### src/hw/fmds_pkg.sv
// Constants and carriers for the fault mask and diagnostic status block
`default_nettype none
package fmds_pkg;
  localparam int          NUM_CH         = 6;
  localparam logic [7:0]  OPEN_ADDR      = 8'h1b;
  localparam logic [7:0]  GSHORT_ADDR    = 8'h1c;
  localparam logic [7:0]  SLED_ADDR      = 8'h1d;
  localparam logic [7:0]  MASK_ADDR      = 8'h1e;
  localparam logic [7:0]  DIAGNOSTIC_STATUS_ADDR      = 8'h1f;
  localparam logic [4:0]  MASK_RESET     = 5'h00;
  localparam int          MASK_WIDTH     = 5;
  localparam int          MSK_BOOST      = 4;
  localparam int          MSK_OPEN       = 3;
  localparam int          MSK_GSHORT     = 2;
  localparam int          MSK_TWARN      = 1;
  localparam int          MSK_SLED       = 0;
  localparam int          DG_REF         = 5;
  localparam int          DG_BUV         = 4;
  localparam int          DG_BOV         = 3;
  localparam int          DG_PWRUP       = 2;
  localparam int          DG_TWARN       = 1;
  localparam int          DG_TSHUT       = 0;
  localparam logic [7:0]  RDATA_RESET    = 8'h00;
  localparam logic        PWRUP_RESET    = 1'h1;
  localparam logic        PIN_RELEASED   = 1'h1;
  localparam logic        ENABLE_RESET   = 1'h0;

  // Raw conditions from the analog detectors
  typedef struct packed {
    logic              ref_out_of_range;
    logic              boost_uv;
    logic              boost_ov;
    logic              temp_warn;
    logic              temp_shut;
    logic [NUM_CH-1:0] ch_open;
    logic [NUM_CH-1:0] ch_gshort;
    logic [NUM_CH-1:0] ch_sled;
  } fmds_det_s;

  // Register access request
  typedef struct packed {
    logic       wr;
    logic       rd;
    logic [7:0] addr;
    logic [7:0] wdata;
  } fmds_req_s;
endpackage : fmds_pkg
`default_nettype wire

### src/hw/fmds_top.sv
// Fault mask and diagnostic status register logic
`timescale 1ns/100ps
`default_nettype none
module fmds_top (
  // Clock and reset
  input  wire logic               clk,
  input  wire logic               resetn,
  // Register access from the serial interface
  input  wire fmds_pkg::fmds_req_s req,
  output var  logic [7:0]         rdata,
  // Detector inputs, asynchronous
  input  wire fmds_pkg::fmds_det_s det_in,
  // Controls and pin
  output var  logic               run_enable,
  output var  logic               boost_enable,
  output var  logic               fault_out_n
);
  //////////////////////////////////////////////////////////////////////////
  // Synchronisers
  fmds_pkg::fmds_det_s det_meta_reg;
  fmds_pkg::fmds_det_s det_reg;

  always_ff @(posedge clk or negedge resetn) begin
    if (!resetn) begin
      det_meta_reg <= '0;
    end else begin
      det_meta_reg <= det_in;
    end
  end

  always_ff @(posedge clk or negedge resetn) begin
    if (!resetn) begin
      det_reg <= '0;
    end else begin
      det_reg <= det_meta_reg;
    end
  end

  //////////////////////////////////////////////////////////////////////////
  // Request decode
  logic sel_open;
  logic sel_gshort;
  logic sel_sled;
  logic sel_mask;
  logic sel_diagnostic_status;
  logic mask_wr;
  logic diagnostic_status_rd;

  always_comb begin
    sel_open   = 1'h0;
    sel_gshort = 1'h0;
    sel_sled   = 1'h0;
    sel_mask   = 1'h0;
    sel_diagnostic_status   = 1'h0;
    if (req.addr == fmds_pkg::OPEN_ADDR) begin
      sel_open = 1'h1;
    end else if (req.addr == fmds_pkg::GSHORT_ADDR) begin
      sel_gshort = 1'h1;
    end else if (req.addr == fmds_pkg::SLED_ADDR) begin
      sel_sled = 1'h1;
    end else if (req.addr == fmds_pkg::MASK_ADDR) begin
      sel_mask = 1'h1;
    end else if (req.addr == fmds_pkg::DIAGNOSTIC_STATUS_ADDR) begin
      sel_diagnostic_status = 1'h1;
    end
  end

  // Writes to read-only words are ignored
  always_comb begin
    mask_wr = req.wr && sel_mask;
    diagnostic_status_rd = req.rd && sel_diagnostic_status;
  end

  //////////////////////////////////////////////////////////////////////////
  // Mask register
  logic [fmds_pkg::MASK_WIDTH-1:0] mask_wdata;
  logic [fmds_pkg::MASK_WIDTH-1:0] mask_reg;

  // Upper bits have no storage
  always_comb begin
    mask_wdata = req.wdata[fmds_pkg::MASK_WIDTH-1:0];
  end

  always_ff @(posedge clk or negedge resetn) begin
    if (!resetn) begin
      mask_reg <= fmds_pkg::MASK_RESET;
    end else if (mask_wr) begin
      mask_reg <= mask_wdata;
    end
  end

  //////////////////////////////////////////////////////////////////////////
  // Power-up indication
  logic pwrup_reg;

  // Only reset sets it, so no set and clear race
  always_ff @(posedge clk or negedge resetn) begin
    if (!resetn) begin
      pwrup_reg <= fmds_pkg::PWRUP_RESET;
    end else if (diagnostic_status_rd) begin
      pwrup_reg <= 1'h0;
    end
  end

  //////////////////////////////////////////////////////////////////////////
  // Status word
  logic [7:0] diagnostic_status;

  always_comb begin
    diagnostic_status = 8'h00;
    diagnostic_status[fmds_pkg::DG_REF]   = det_reg.ref_out_of_range;
    diagnostic_status[fmds_pkg::DG_BUV]   = det_reg.boost_uv;
    diagnostic_status[fmds_pkg::DG_BOV]   = det_reg.boost_ov;
    diagnostic_status[fmds_pkg::DG_PWRUP] = pwrup_reg;
    diagnostic_status[fmds_pkg::DG_TWARN] = det_reg.temp_warn;
    diagnostic_status[fmds_pkg::DG_TSHUT] = det_reg.temp_shut;
  end

  //////////////////////////////////////////////////////////////////////////
  // Per-channel readback words
  logic [7:0] open_word;
  logic [7:0] gshort_word;
  logic [7:0] sled_word;

  // Bits past the last channel read zero
  for (genvar ch = 0; ch < $bits(open_word); ch++) begin : g_chan
    if (ch < fmds_pkg::NUM_CH) begin : g_used
      assign open_word[ch]   = det_reg.ch_open[ch];
      assign gshort_word[ch] = det_reg.ch_gshort[ch];
      assign sled_word[ch]   = det_reg.ch_sled[ch];
    end else begin : g_spare
      assign open_word[ch]   = 1'h0;
      assign gshort_word[ch] = 1'h0;
      assign sled_word[ch]   = 1'h0;
    end
  end

  //////////////////////////////////////////////////////////////////////////
  // Read data
  logic [7:0] rdata_next;

  always_comb begin
    rdata_next = fmds_pkg::RDATA_RESET;
    if (sel_open) begin
      rdata_next = open_word;
    end else if (sel_gshort) begin
      rdata_next = gshort_word;
    end else if (sel_sled) begin
      rdata_next = sled_word;
    end else if (sel_mask) begin
      rdata_next = {3'h0, mask_reg};
    end else if (sel_diagnostic_status) begin
      rdata_next = diagnostic_status;
    end
  end

  // Read data holds between reads
  always_ff @(posedge clk or negedge resetn) begin
    if (!resetn) begin
      rdata <= fmds_pkg::RDATA_RESET;
    end else if (req.rd) begin
      rdata <= rdata_next;
    end
  end

  //////////////////////////////////////////////////////////////////////////
  // Operation control
  logic halt_all;

  always_comb begin
    halt_all = det_reg.ref_out_of_range || det_reg.temp_shut;
  end

  always_ff @(posedge clk or negedge resetn) begin
    if (!resetn) begin
      run_enable <= fmds_pkg::ENABLE_RESET;
    end else begin
      run_enable <= !halt_all;
    end
  end

  // Undervoltage stops the boost only
  always_ff @(posedge clk or negedge resetn) begin
    if (!resetn) begin
      boost_enable <= fmds_pkg::ENABLE_RESET;
    end else begin
      boost_enable <= !halt_all && !det_reg.boost_uv;
    end
  end

  //////////////////////////////////////////////////////////////////////////
  // Fault classes, one per mask bit
  logic [fmds_pkg::MASK_WIDTH-1:0] class_raw;
  logic [fmds_pkg::MASK_WIDTH-1:0] class_hit;
  logic                            fault_any;

  always_comb begin
    class_raw = '0;
    class_raw[fmds_pkg::MSK_BOOST]  = det_reg.boost_uv
                                      || det_reg.boost_ov;
    class_raw[fmds_pkg::MSK_OPEN]   = |det_reg.ch_open;
    class_raw[fmds_pkg::MSK_GSHORT] = |det_reg.ch_gshort;
    class_raw[fmds_pkg::MSK_TWARN]  = det_reg.temp_warn;
    class_raw[fmds_pkg::MSK_SLED]   = |det_reg.ch_sled;
  end

  // A set mask bit keeps its class off the pin
  for (genvar b = 0; b < fmds_pkg::MASK_WIDTH; b++) begin : g_class
    assign class_hit[b] = class_raw[b] && !mask_reg[b];
  end

  always_comb begin
    fault_any = |class_hit;
  end

  //////////////////////////////////////////////////////////////////////////
  // Fault pin
  always_ff @(posedge clk or negedge resetn) begin
    if (!resetn) begin
      fault_out_n <= fmds_pkg::PIN_RELEASED;
    end else begin
      fault_out_n <= !fault_any;
    end
  end
endmodule // fmds_top
`default_nettype wire

### config.mk
export PLATFORM = sky130hd
export DESIGN_NAME = fmds_top
export DESIGN_NICKNAME = d
export VERILOG_FILES = /design/src/hw/fmds_pkg.sv /design/src/hw/fmds_top.sv
export SDC_FILE = /design/constraint.sdc
export NUM_CORES = 1
export LEC_CHECK = 0
export BUFFER_PORTS_ARGS = -buffer_cell sky130_fd_sc_hd__buf_2
export CAP_MARGIN = 20
export CORE_MARGIN = 2
export CORE_UTILIZATION = 42
export DETAILED_ROUTE_END_ITERATION = 16
export MAX_ROUTING_LAYER = met4
export PLACE_DENSITY = 0.66
export SYNTH_ARGS = -nofsm -noshare
export SYNTH_HDL_FRONTEND = slang
export SYNTH_SLANG_ARGS = --single-unit
### constraint.sdc
create_clock -name clk -period 3.6 [get_ports clk]
set_clock_uncertainty 0.05 [all_clocks]
set_input_delay 0.72 -clock clk [delete_from_list [all_inputs] [get_ports clk]]
set_output_delay 0.72 -clock clk [all_outputs]
set_load 0.05 [all_outputs]
# Word level (Yosys, flattened, before mapping)
# Cells that the tools add are included.
dict set report totals {
  rom_bits 0
  ram_bits 0
  output_inout_bits 11
  register_bits 63
  in_bits 43
  latchBits 0
  memories 0
}
dict set report op_classes {
  shifts 0
  bitwise_logic 0
  n_mux 20
  n_addsub 0
  reduce_logical 22
  n_eq_ne 5
  n_lt_le_gt_ge 0
  mul 0
  div_mod_pow 0
}
# cell count
set ops {}
lappend ops {{8-bit by 5-bit == test with 1-bit output (second input constant)} 5}
lappend ops {{6-bit two-way mux} 5}
lappend ops {{6-bit OR reduction} 3}
lappend ops {{1-bit two-way mux} 15}
lappend ops {{1-bit logical AND} 8}
lappend ops {{1-bit logical NOT} 8}
lappend ops {{5-bit OR reduction} 1}
lappend ops {{1-bit logical OR} 2}

# Logic depth before layout (Yosys ltp)
dict set report depth {
  depth_word 11
  mapped_depth 4
  depth_no_buf 3
}

# Worst setup path before layout
# No wires, ideal clock.
dict set report synth_timing {
  path_type {input port to flip-flop}
  from {in req[8] in the netlist's numbering}
  to {reg rdata[0]}
  t_required_ps 3424
  t_arrival_ps 1989
  path_buffers 1
  stages 3
  slack_ps 1435
  path_cell_list {clkbuf_1 > mux4_2 > a221o_1}
}
dict set report synth_between {
  elab_chain_len 11
  elab_cells_between_ends 25
  classes_between {eq/ne (5); mux (20)}
}
# element line
set synth_rtl {}
lappend synth_rtl {{start: declaration} fmds_top.sv:9} ;# input wire fmds_pkg::fmds_req_s req,
lappend synth_rtl {{8-bit by 5-bit == test with 1-bit output} fmds_top.sv:63} ;# end else if (req.addr == fmds_pkg::DIAGNOSTIC_STATUS_ADDR) begin
lappend synth_rtl {{1-bit two-way mux} fmds_top.sv:63}
lappend synth_rtl {{1-bit two-way mux} fmds_top.sv:61} ;# end else if (req.addr == fmds_pkg::MASK_ADDR) begin
lappend synth_rtl {{1-bit two-way mux} fmds_top.sv:59} ;# end else if (req.addr == fmds_pkg::SLED_ADDR) begin
lappend synth_rtl {{1-bit two-way mux} fmds_top.sv:57} ;# end else if (req.addr == fmds_pkg::GSHORT_ADDR) begin
lappend synth_rtl {{1-bit two-way mux} fmds_top.sv:55} ;# if (req.addr == fmds_pkg::OPEN_ADDR) begin
lappend synth_rtl {{6-bit two-way mux} fmds_top.sv:152} ;# end else if (sel_diagnostic_status) begin
lappend synth_rtl {{6-bit two-way mux} fmds_top.sv:150} ;# end else if (sel_mask) begin
lappend synth_rtl {{6-bit two-way mux} fmds_top.sv:148} ;# end else if (sel_sled) begin
lappend synth_rtl {{6-bit two-way mux} fmds_top.sv:146} ;# end else if (sel_gshort) begin
lappend synth_rtl {{6-bit two-way mux (*)} fmds_top.sv:144} ;# if (sel_open) begin
lappend synth_rtl {{end signal: assignment} fmds_top.sv:160} ;# rdata <= fmds_pkg::RDATA_RESET;
lappend synth_rtl {{end signal: assignment} fmds_top.sv:162} ;# rdata <= rdata_next;
lappend synth_rtl {{end: declaration} fmds_top.sv:10} ;# output var logic [7:0] rdata,
# Every way passes the cells marked *; elsewhere a longest branch is shown, timed or not.
# A chain may end at the register's enable or synchronous reset.

# Final worst setup path
dict set report layout_timing {
  from {in req[13] in the netlist's numbering}
  to {reg mask_reg[0] in the netlist's numbering}
}
dict set report layout_between {
  elab_chain_len 6
  elab_cells_between_ends 9
  classes_between {eq/ne (4); mux (4); reduce/logical (1)}
}
# element line
set layout_rtl {}
lappend layout_rtl {{8-bit by 5-bit == test with 1-bit output} fmds_top.sv:61}
lappend layout_rtl {{1-bit two-way mux} fmds_top.sv:61}
lappend layout_rtl {{1-bit two-way mux} fmds_top.sv:59}
lappend layout_rtl {{1-bit two-way mux} fmds_top.sv:57}
lappend layout_rtl {{1-bit two-way mux (*)} fmds_top.sv:55}
lappend layout_rtl {{1-bit logical AND (*)} fmds_top.sv:70} ;# mask_wr = req.wr && sel_mask;
lappend layout_rtl {{end signal: assignment} fmds_top.sv:86} ;# mask_reg <= fmds_pkg::MASK_RESET;
lappend layout_rtl {{end signal: assignment} fmds_top.sv:88} ;# mask_reg <= mask_wdata;
lappend layout_rtl {{end: declaration} fmds_top.sv:77} ;# logic [fmds_pkg::MASK_WIDTH-1:0] mask_reg;
# Marks and branches as above.

==> impl_metrics.py <==
metrics = {
    "hold_path": {
        "min_to": "det_reg[21]",
        "min_path_cells": 0,
        "hp-class": "flop to flop",
        "min_from": "det_meta_reg[21]",
    },
    "power_and_ir_drop": {
        "p_leak_uw": 0.001228,
        "p_comb_frac": 0.053,
        "p_sw_uw": 291.0,
        "p_sw_frac": 0.1983,
        "p_int_uw": 1177,
        "ir_drop_mv": 0.3443,
        "p_clk_frac": 0.448,
        "total_power_uw": 1468,
        "pwr-share-seq": 0.499,
        "powerDensity_nw_per_um2": 580.1,
    },
    "critical_path": {
        "required_ps": 3750,
        "path_cells": "buf_2, or4b_4, nor4_4, mux2_2",
        "reg2reg_depth": 3,
        "arrival_ps": 2190,
        "cpMaxStageDelayCell": "or4b_4",
        "worstPathMaxFanout": 5,
        "cp-end-kind": "flop",
        "reg2reg_to": "rdata[5]",
        "cp_top_family": "simple AND/OR/NAND/NOR gates",
        "cp_num_buf_inv": 1,
        "rrSetupSlack_ps": 2190,
        "worstSetupPathType": "input pin to flop",
        "cp-start-kind": "input pin",
        "r2r-start": "det_reg[22]",
        "cp_slowest_stage_delay_ps": 570,
    },
    "cts": {
        "cts-root-buf": "clkbuf_8",
        "cts_sinks": 61,
        "clk_path_buf_depth": 2,
        "cts-hold-fix-buffers": 0,
        "clk_latency_ps": 320,
        "postCtsSetupBuffers": 0,
        "cts_made_buffers": 9,
        "cts.repair.resized": 0,
        "cts_tree": "yes",
        "htreeDepth": 3,
        "clk_pin_slew_ps": 60,
    },
    "yosys": {
        "async_flop_share": 1.000,
        "netlist_area_um2": 2008,
        "ys_ff_latch": 61,
        "synth_cell_type_count": 23,
        "synth_flop_cell": "dfrtp_1",
        "synth_top_area_share": 0.7352,
        "synth_common_cells": "dfrtp_1 (59), a221o_1 (6), nor2_1 (6), nor2b_1 (6), mux4_2 (5)",
        "yosysWarningCount": 0,
        "synth_edf_count": 0,
        "synth.most_common_cell": "dfrtp_1",
        "syn_avg_cell_area_um2": 17.16,
        "synthCells": 117,
        "synth.top_cells.by_area": "dfrtp_1 (74%), mux4_2 (5.6%), a221o_1 (3.0%)",
        "ys_seq_area_frac": 0.7614,
        "synth_largest_area_cell": "dfrtp_1",
    },
    "timing": {
        "min_period_ps": 2035,
        "rsz0062_at_grt": "no",
        "final.period_utilization": 0.5652,
        "hold_viol": 0,
        "relSlewSlack": 0.3830,
        "finalSetupViolations": 0,
        "drv_slew": 0,
        "totalNegativeSetupSlack_ps": 0,
        "max_freq_mhz": 491.5,
        "worst_pin_slew_ps": 925.5,
    },
    "detailed_routing": {
        "routed-via-count": 1157,
        "drt-pass1-iter-count": 4,
        "wl_per_cell_um": 15.00,
        "route.detailed.drc": 0,
        "vias_per_cell": 4.966,
        "first_iter_violations": 75,
        "ant_nets": 0,
        "postRouteWirelength_mm": 3.496,
    },
    "floorplan": {
        "start_util": 0.4309,
        "pin_count": 54,
        "die_w_um": 73.15,
        "core_um2": 4661,
        "row_count": 25,
        "die_area_um2": 5350,
        "die_height_um": 73.15,
    },
    "grt": {
        "grt_overflow": 0,
        "grt_use_total": 0.1537,
        "grt_max_degree": 45,
        "antenna_found_initial": 0,
        "grt_pass1_wl_mm": 5.761,
        "grt_pass1_vias": 1237,
    },
    "final_layout": {
        "drive_above_1_share": 0.4413,
        "fin_cells": 233,
        "area_growth_pct": 25.98,
        "utilization": 0.5428,
        "antenna_cells": 0,
        "nets": 217,
        "fillers": 387,
        "largest_register_ffs": 23,
    },
    "place": {
        "dp.cells": 217,
        "dpl.hpwl_mm": 2.613,
        "place_congestion": 0.7632,
        "portBuffers": 48,
    },
    "job": {
        "maxCapViolCount": 0,
    },
    "run_status": {
        "status": "finished clean",
    },
}
cells in the final DEF (no fill, tap or decap), types with 2 or more instances in the layout:
cell	n
mux2_2	4
nand2_1	2
buf_2	48
nor4_1	4
dfstp_2	2
inv_1	4
bufinv_16	2
mux2_1	2
clkinv_2	2
mux4_2	5
a21oi_1	3
dfrtp_1	59
nor3_2	2
nor2_1	6
clkbuf_8	11
a221o_1	6
nor2b_1	6
conb_1	2
cell families after synthesis:
kind of cell | after synthesis | synth area share
flops | 61 | 0.7614
other cells | 1 | 0.001867
compound gates | 12 | 0.04798
mux | 11 | 0.08972
buf+inv | 8 | 0.01869
simple gates | 24 | 0.08037
cell type report:
type	instances	area [µm²]	area share
Sequential cell	61	1529	0.6044
Clock buffer	12	155.1	0.06133
Inverter	4	15.01	0.005935
Tap cell	54	67.56	0.02671
Timing Repair Buffer	49	247.7	0.09792
Multi-Input combinational cell	49	445.4	0.1761
Clock inverter	4	70.07	0.02770
layer usage:
metal	part of all wire	GRT usage	vias up
met1	0.42	0.1813	583
li1	-	-	526
met5	0	-	-
met3	0.070	0.06077	4
met2	0.50	0.2332	44
met4	0.010	0.06790	0
stage by stage:
step | hold slack, ps | setup WS [ps] | cell area (µm²)
final | 297.4 | 1565 | 2530
after global routing | 307.1 | 1531 | 2530
after CTS | 298.6 | 1573 | 2530
after detailed placement | 284.7 | 1224 | 2305
after global placement | 285.1 | 1246 | 2305
after floorplan | 281.2 | 1435 | 2012
worst max-delay path by stage:
stage / to / cells past startpoint / startpoint / slack [ps]
final: mask_reg[0] / 4 / req[13] / 1570
after global routing: mask_reg[0] / 4 / req[13] / 1530
after CTS: mask_reg[0] / 4 / req[13] / 1570
after detailed placement: mask_reg[0] / 4 / req[13] / 1220
after global placement: mask_reg[2] / 4 / req[13] / 1250
after floorplan: rdata[0] / 3 / req[8] / 1440
power by group through the flow:
stage               Combinational, µW  Clock (µW)  Sequential (µW)
CTS                              78.9         676              733
finish                           77.1         658              733
global placement                 75.8           0              744
global route                     85.2         711              736
floorplan                        33.1           0              745
detailed placement               78.7           0              746
No activity file was read; power rests on OpenSTA's default activity.
